### config.mk
export PLATFORM = sky130hd
export DESIGN_NAME = sep_core
export DESIGN_NICKNAME = d
export VERILOG_FILES = /design/src/sep_pkg.sv /design/src/sep_fifo.sv /design/src/sep_core.sv
export SDC_FILE = /design/constraint.sdc
export NUM_CORES = 1
export LEC_CHECK = 0
export BUFFER_PORTS_ARGS = -buffer_cell sky130_fd_sc_hd__buf_4
export CELL_PAD_IN_SITES_DETAIL_PLACEMENT = 0
export CELL_PAD_IN_SITES_GLOBAL_PLACEMENT = 2
export CORE_ASPECT_RATIO = 1.1
export CORE_MARGIN = 2
export CORE_UTILIZATION = 35
export DETAILED_ROUTE_END_ITERATION = 6
export PLACE_DENSITY = 0.63
export SETUP_SLACK_MARGIN = 0.15
export SKIP_CTS_REPAIR_TIMING = 1
export SYNTH_ARGS = -nofsm -noshare
export SYNTH_HDL_FRONTEND = slang
export SYNTH_SLANG_ARGS = --single-unit
### constraint.sdc
create_clock -name sys_clk -period 4.4 [get_ports sys_clk]
set_input_delay 0.88 -clock sys_clk [delete_from_list [all_inputs] [get_ports sys_clk]]
set_output_delay 0.88 -clock sys_clk [all_outputs]
set_load 0.01 [all_outputs]
### src/sep_pkg.sv
package sep_pkg;
  // ***************************************************************
  // instruction format
  // ***************************************************************
  localparam int ADDR_W_DEF   = 6;
  localparam int DATA_W       = 16;
  localparam logic [1:0] OP_EXT   = 2'h0;
  localparam logic [1:0] OP_WRITE = 2'h1;
  localparam logic [1:0] OP_READ  = 2'h2;
  localparam logic [1:0] OP_ERASE = 2'h3;
  localparam logic [1:0] SUB_DIS  = 2'h0;
  localparam logic [1:0] SUB_WRITE_EVERY_REGISTER_CMD = 2'h1;
  localparam logic [1:0] SUB_ERASE_EVERY_REGISTER_CMD = 2'h2;
  localparam logic [1:0] SUB_EN   = 2'h3;
  localparam logic [15:0] ALL_ONES = 16'hFFFF;
  // ***************************************************************
  // timing
  // ***************************************************************
  localparam int CLK_NS       = 10;
  localparam int WRITE_MS     = 15;
  localparam int WRITE_CYCLES = WRITE_MS * 1000000 / CLK_NS;
  localparam int FIFO_DEPTH   = 8;
  typedef enum logic [2:0] {
    SEP_IDLE, SEP_OPC, SEP_ADDR, SEP_DATA, SEP_READ, SEP_WAIT, SEP_PROG, SEP_DONE
  } sep_state_t;
endpackage

### src/sep_fifo.sv
`timescale 1ns/10ps
`default_nettype none
module sep_fifo #(
  parameter int WIDTH = 16,
  parameter int DEPTH = 8
) (
  input  wire logic             sys_clk,
  input  wire logic             rst_n,
  input  wire logic             clk_en,
  input  wire logic             in_valid,
  output logic                  in_ready,
  input  wire logic [WIDTH-1:0] in_data,
  output logic                  out_valid,
  input  wire logic             out_ready,
  output logic [WIDTH-1:0]      out_data
);
  localparam int AW = $clog2(DEPTH);
  logic [WIDTH-1:0] mem [DEPTH];
  logic [AW:0]      wr_ptr;
  logic [AW:0]      rd_ptr;
  logic             push;
  logic             pop;
  assign in_ready  = (wr_ptr - rd_ptr) != (AW+1)'(DEPTH);
  assign out_valid = wr_ptr != rd_ptr;
  assign push      = in_valid && in_ready;
  assign pop       = out_valid && out_ready;
  assign out_data  = mem[rd_ptr[AW-1:0]];
  always_ff @(posedge sys_clk) begin
    if (!rst_n) begin
      wr_ptr <= '0;
      rd_ptr <= '0;
    end else if (clk_en) begin
      if (push) begin
        mem[wr_ptr[AW-1:0]] <= in_data;
        wr_ptr <= wr_ptr + 1'b1;
      end
      if (pop) begin
        rd_ptr <= rd_ptr + 1'b1;
      end
    end
  end
endmodule
`default_nettype wire

### src/sep_core.sv
`timescale 1ns/10ps
`default_nettype none
// What this block does
// [RL1] instruction opens with a one start bit, then opcode, then address bits
// [RL2] opcode 10 read, 01 write, 11 erase; address six or eight bits
// [RL3] opcode 00 uses top address bits: enable, erase all, write all, disable
// [RL4] read loads register, sends a zero dummy bit then sixteen data bits
// [RL5] read data on the serial output changes only after a rising serial clock edge
// [RL6] device starts programming-disabled; enable needed before erase or write
// [RL7] programming stays enabled until a disable instruction executes
// [RL8] erase sets register to ones; select falling edge starts programming
// [RL9] select high during programming shows status: zero busy, one ready
// [RL10] write takes sixteen data bits; select fall starts the write
// [RL11] erase all sets every register to ones
// [RL12] write all stores the pattern into every register
// [RL13] disable blocks erase and write; reads always work
// [RL14] host keeps select low a minimum time between instructions
// [RL15] on larger parts, write needs unprotected address; write all needs clear protect
// [RL16] serial output released while select is low
// [RL17] programming is a bounded busy period; instructions ignored meanwhile
module sep_core
  import sep_pkg::*;
#(
  parameter int ADDR_W      = ADDR_W_DEF,
  parameter int PROG_CYCLES = WRITE_CYCLES
) (
  input  wire logic              sys_clk,
  input  wire logic              rst_n,
  input  wire logic              clk_en,
  input  wire logic              chip_select,
  input  wire logic              serial_clock_in,
  input  wire logic              serial_data_in,
  output logic                   serial_data_out,
  output logic                   serial_data_out_oe,
  input  wire logic [ADDR_W-1:0] protect_addr,
  input  wire logic              protect_on,
  output logic                   prog_busy
);
  import sep_pkg::*;
  localparam int CW = $clog2(PROG_CYCLES + 1);
  localparam int AC = $clog2(ADDR_W + DATA_W + 1);
  localparam int NREG = 1 << ADDR_W;

  // ***************************************************************
  // pin synchronisers and edge detection
  // ***************************************************************
  logic [2:0] cs_sync;
  logic [2:0] sk_sync;
  logic [1:0] di_sync;
  always_ff @(posedge sys_clk) begin
    if (!rst_n) begin
      cs_sync <= 3'h0;
      sk_sync <= 3'h0;
      di_sync <= 2'h0;
    end else if (clk_en) begin
      cs_sync <= {cs_sync[1:0], chip_select};
      sk_sync <= {sk_sync[1:0], serial_clock_in};
      di_sync <= {di_sync[0], serial_data_in};
    end
  end
  logic cs;
  logic cs_fall;
  logic sk_rise;
  logic di;
  assign cs      = cs_sync[1];
  assign cs_fall = cs_sync[2] && !cs_sync[1];
  assign sk_rise = sk_sync[1] && !sk_sync[2];
  assign di      = di_sync[1];

  // ***************************************************************
  // write buffer: programmed words queue here before reaching the array
  // ***************************************************************
  logic [ADDR_W+DATA_W:0] wq_in;
  logic [ADDR_W+DATA_W:0] wq_out;
  logic                   wq_in_valid;
  logic                   wq_in_ready;
  logic                   wq_out_valid;
  logic                   wq_out_ready;
  sep_fifo #(.WIDTH(ADDR_W + DATA_W + 1), .DEPTH(FIFO_DEPTH)) u_fifo (
    .sys_clk   (sys_clk),
    .rst_n     (rst_n),
    .clk_en    (clk_en),
    .in_valid  (wq_in_valid),
    .in_ready  (wq_in_ready),
    .in_data   (wq_in),
    .out_valid (wq_out_valid),
    .out_ready (wq_out_ready),
    .out_data  (wq_out)
  );

  // ***************************************************************
  // state
  // ***************************************************************
  typedef struct packed {
    sep_state_t         st;
    logic [1:0]         op;
    logic [ADDR_W-1:0]  addr;
    logic [DATA_W-1:0]  data;
    logic [DATA_W:0]    shout;
    logic [AC-1:0]      cnt;
    logic [CW-1:0]      timer;
    logic               prog_en;
    logic               all;
    logic [ADDR_W:0]    fill;
    logic               dout;
  } sep_reg_t;
  sep_reg_t r;
  sep_reg_t next_r;
  logic [DATA_W-1:0] mem [NREG];

  function automatic logic may_write(input logic [1:0] op, input logic [ADDR_W-1:0] a,
                                     input logic en, input logic pon, input logic [ADDR_W-1:0] pa);
    logic ok;
    ok = en; // RL13
    if (op == OP_WRITE && pon && a >= pa) begin
      ok = 1'b0; // RL15
    end
    if (op == OP_EXT && a[ADDR_W-1 -: 2] == SUB_WRITE_EVERY_REGISTER_CMD && pon) begin
      ok = 1'b0; // RL15
    end
    return ok;
  endfunction

  logic fill_done;
  assign fill_done = r.fill[ADDR_W];
  assign wq_out_ready = 1'b1;

  always_comb begin
    next_r = r;
    wq_in_valid = 1'b0;
    wq_in = '0;
    case (r.st)
      SEP_IDLE: begin
        if (cs && sk_rise && di) begin // RL1
          next_r.st  = SEP_OPC;
          next_r.cnt = '0;
        end
      end
      SEP_OPC: begin
        if (!cs) begin
          next_r.st = SEP_IDLE;
        end else if (sk_rise) begin
          next_r.op  = {r.op[0], di};
          next_r.cnt = r.cnt + 1'b1;
          if (r.cnt == AC'(1)) begin
            next_r.st  = SEP_ADDR;
            next_r.cnt = '0;
          end
        end
      end
      SEP_ADDR: begin
        if (!cs) begin
          next_r.st = SEP_IDLE;
        end else if (sk_rise) begin
          next_r.addr = {r.addr[ADDR_W-2:0], di}; // RL2
          next_r.cnt  = r.cnt + 1'b1;
          if (r.cnt == AC'(ADDR_W - 1)) begin
            next_r.cnt = '0;
            if (r.op == OP_READ) begin
              next_r.st    = SEP_READ; // RL4
              // the dummy zero is already on dout, so the shifter leads with the data msb
              next_r.shout = {mem[next_r.addr], 1'b0};
              next_r.dout  = 1'b0;
            end else if (r.op == OP_WRITE ||
                         (r.op == OP_EXT && next_r.addr[ADDR_W-1 -: 2] == SUB_WRITE_EVERY_REGISTER_CMD)) begin
              next_r.st = SEP_DATA; // RL10
            end else if (r.op == OP_EXT) begin
              next_r.st = SEP_IDLE;
              if (next_r.addr[ADDR_W-1 -: 2] == SUB_EN) begin
                next_r.prog_en = 1'b1; // RL7
              end else if (next_r.addr[ADDR_W-1 -: 2] == SUB_DIS) begin
                next_r.prog_en = 1'b0; // RL13
              end else begin
                next_r.st   = SEP_WAIT; // RL11
                next_r.data = ALL_ONES;
              end
            end else begin
              next_r.st   = SEP_WAIT; // RL8
              next_r.data = ALL_ONES;
            end
          end
        end
      end
      SEP_DATA: begin
        if (!cs) begin
          next_r.st = SEP_IDLE;
        end else if (sk_rise) begin
          next_r.data = {r.data[DATA_W-2:0], di};
          next_r.cnt  = r.cnt + 1'b1;
          if (r.cnt == AC'(DATA_W - 1)) begin
            next_r.st = SEP_WAIT;
          end
        end
      end
      SEP_READ: begin
        if (!cs) begin
          next_r.st = SEP_IDLE;
        end else if (sk_rise) begin
          next_r.dout  = r.shout[DATA_W]; // RL5
          next_r.shout = {r.shout[DATA_W-1:0], 1'b0};
        end
      end
      SEP_WAIT: begin
        if (cs_fall) begin // RL8
          if (may_write(r.op, r.addr, r.prog_en, protect_on, protect_addr)) begin // RL6
            next_r.all   = (r.op == OP_EXT);
            next_r.fill  = '0;
            next_r.timer = CW'(PROG_CYCLES);
            next_r.st    = SEP_PROG;
            next_r.dout  = 1'b0;
          end else begin
            next_r.st = SEP_IDLE;
          end
        end else if (cs && sk_rise) begin
          next_r.st = SEP_IDLE; // a serial clock rise with select still high aborts
        end
      end
      SEP_PROG: begin
        // array update runs while the timer counts so status never lies
        if (!fill_done && wq_in_ready) begin
          wq_in_valid = 1'b1;
          wq_in = {1'b1, r.all ? r.fill[ADDR_W-1:0] : r.addr, r.data}; // RL12
          next_r.fill = r.all ? r.fill + 1'b1 : {1'b1, {ADDR_W{1'b0}}};
        end
        if (r.timer != '0) begin
          next_r.timer = r.timer - 1'b1; // RL17
        end else if (fill_done && !wq_out_valid) begin
          next_r.st   = SEP_DONE;
          next_r.dout = 1'b1; // RL9
        end
      end
      SEP_DONE: begin
        if (!cs || sk_rise) begin
          next_r.st = SEP_IDLE;
          if (!cs) begin
            next_r.dout = 1'b1;
          end
        end
      end
      default: next_r.st = SEP_IDLE;
    endcase
  end

  always_ff @(posedge sys_clk) begin
    if (!rst_n) begin
      r         <= '0;
      r.st      <= SEP_IDLE;
      r.prog_en <= 1'b0; // RL6
    end else if (clk_en) begin
      r <= next_r;
      if (wq_out_valid) begin
        mem[wq_out[DATA_W +: ADDR_W]] <= wq_out[DATA_W-1:0];
      end
    end
  end

  assign serial_data_out    = r.dout;
  assign serial_data_out_oe = cs && (r.st == SEP_READ || r.st == SEP_PROG || r.st == SEP_DONE); // RL16
  assign prog_busy          = r.st == SEP_PROG;
endmodule
`default_nettype wire

==> results.toml <==
[status]
outcome = "completed"

[route]
drtPass1Iterations = 5
vias_per_cell = 5.31
first_iter_violations = 2502
routed_wl_microns = 135000
vias = 27305
avgRoutedWirePerCell_microns = 26.3
drc = 0
final_antenna_net_count = 0

[critical_path]
critical_path_class = "reg -> out"
cp_slowest_cell = "buf_4"
endpoint_kind = "primary output"
crit_chain = "buf_4, and2b_1, nand2_1, inv_1, buf_4"
cp.arrival_ns = 2.76
critPathLaunchType = "register"
crit_required_ns = 3.52
path_common_cell = "buf_4"
reg2reg_from = "r[69]"
crit_path_max_incr_delay_ns = 0.45
path_max_fanout = 39
crit_start = "r[77]"

[finish]
drive_gt1_frac = 0.190
fin_area_sq_mm = 0.0593
num-fill-cells = 13080
area_growth_pct = 15.0
final_nets = 3129

[synth]
synthArstFlopShare = 0
syn_area_sq_mm = 0.0516
syn_inst = 2939
syn_nets = 2971
synth_warnings = 0
yosysSeqAreaShare = 0.737
ys_seq_elements = 1298
synth_edf_count = 1200
synthFlopType = "edfxtp_1"
synthDistinctLibCells = 72
avgSynthCellArea_sq_um = 17.5

[sta]
max_freq_ghz = 0.275
post-route-period-util = 0.827
worstMarginPinSlew_ns = 1.30
clock_skew_ns = 0.0278
tns_ns = 0
holdWs_ns = 0.364
hold_viol = 0
period_needed_ns = 3.64
setup_viol = 0
rsz0062_at_grt = "false"
slew_viol_final = 0
slew-limit-headroom = 0.136

[clock_tree]
clockBufferDepth = 3
cts_sinks = 1298
cts_tree = "done"
clk_latency_ns = 0.76
cts_max_level = 4
clk_pin_slew_ns = 0.06
cts-buffers-inserted = 138
cts_root_buffer = "clkbuf_16"

[placement]
dp_hpwl_microns = 81500
port_buffers = 15
placed_area_sq_mm = 0.0549
place_congestion = 0.823

[floorplan]
rows = 147
dieWidth_microns = 370
coreArea_sq_mm = 0.146
die_h_microns = 407
dieArea_sq_mm = 0.150
ios = 16
initial_utilization = 0.353

[grt]
grt_overflow = 0
grt_max_degree = 140
track_usage = 0.179
grt_pass1_wl_microns = 194000
grt_pass1_vias = 27807
antenna_found_initial = 1

[worst_hold_path]
worstHoldStart = "serial_data_in"
worstHoldPathType = "in -> reg"

[job]
maxCapViolCount = 0

[power]
power_density_mw_per_mm2 = 420
cellLeakagePower_nw = 18.0
vdd_drop_max_mv = 0.288
metal layers:
| layer | share of wire | up-vias | GRT usage | routed length [microns] |
|---|---|---|---|---|
| met4 | 0.027 | 0 | 0.0585 | 3680 |
| li1 | - | 12149 | - | - |
| met2 | 0.49 | 685 | 0.300 | 66600 |
| met1 | 0.43 | 14310 | 0.237 | 58600 |
| met5 | 0 | - | 0 | 0 |
| met3 | 0.048 | 161 | 0.0291 | 6430 |
where the power goes:
part	internal [W]	switching [W]	total, W
clock network	0.00657	0.00472	0.0113
logic	0.000108	0.000192	0.000299
registers	0.0133	0.0000169	0.0133
total	0.0200	0.00493	0.0249
sequential cells by signal, indices dropped and copies added, names as in the netlist, named ones only:
signal and flops:
u_fifo.rd_ptr 4, cs_sync 3, di_sync 2, serial_data_out 1, fill_done 1, u_fifo.mem 176
mem 1024, u_fifo.wr_ptr 4, sk_sync 3, r 77
layout by cell type, fill, tap and decap left out, types with 20 or more instances in the layout:
master     instances
mux4_2           152
a21oi_1          131
dfxtp_1           93
o21ai_0           45
nor4_1            30
clkinv_1          20
clkbuf_1          29
nand3_1           25
nand2_1           71
nor2_1           149
a22oi_1          175
a31oi_1           36
mux2i_1          356
buf_4            178
mux2_2            28
clkinv_2          26
inv_1             25
edfxtp_1        1200
clkbuf_16        145
synth_stat cells (all sizes together) (32+ instances only):
| cell type | instances | area (sq um) |
|---|---|---|
| a21oi | 132 | 664 |
| nand2 | 71 | 267 |
| a22oi | 175 | 1310 |
| nor2 | 156 | 586 |
| dfxtp | 98 | 1960 |
| nor4 | 32 | 213 |
| edfxtp | 1200 | 36000 |
| clkbuf | 89 | 335 |
| a31oi | 37 | 231 |
| mux4 | 152 | 3420 |
| mux2i | 356 | 3560 |
| o21ai | 46 | 230 |
| buf | 82 | 395 |
critical path: cells and delay by family, from the launching register on:
kind                   cells  cell delay (ns)
buffers and inverters      3             1.12
flip-flops                 1             0.34
AND/OR/NAND/NOR            2             0.53
metrics by stage:
step	std cells	util	worst slack, ns	total power [W]
6_report	5141	0.406	0.762	0.0249
5_1_grt	5140	0.406	0.615	0.0256
4_1_cts	5140	0.406	0.716	0.0251
3_5_place_dp	4894	0.376	0.753	0.0139
3_3_place_gp	4894	0.376	0.789	0.0139
2_1_floorplan	2939	-	0.554	0.0137
cell families after synthesis:
kind of cell / share of synthesized area
fa+ha+maj: 0.00461
xor+xnor: 0.00199
compound gates: 0.0581
buf+inv: 0.0161
flops: 0.737
mux: 0.142
simple gates: 0.0410
cell type report:
cell class,count,area (sq um),area share
Clock inverter,71,639,0.0108
Clock buffer,175,3750,0.0633
Sequential cell,1298,38000,0.641
Inverter,26,97.6,0.00165
Multi-Input combinational cell,1444,12800,0.216
Tap cell,1937,2420,0.0409
Antenna cell,1,2.50,0.0000422
Timing Repair Buffer,189,1560,0.0262
worst paths after layout:
path                                        end  slack (ns)  cells past startpoint
worst min register to register  serial_data_out        0.49                      2
worst max register to register            r[27]        0.90                      8
worst max-delay path                  prog_busy        0.76                      5
worst min-delay path                 di_sync[0]        0.36                      3
Note: power is estimated with default switching activity, not from simulation.
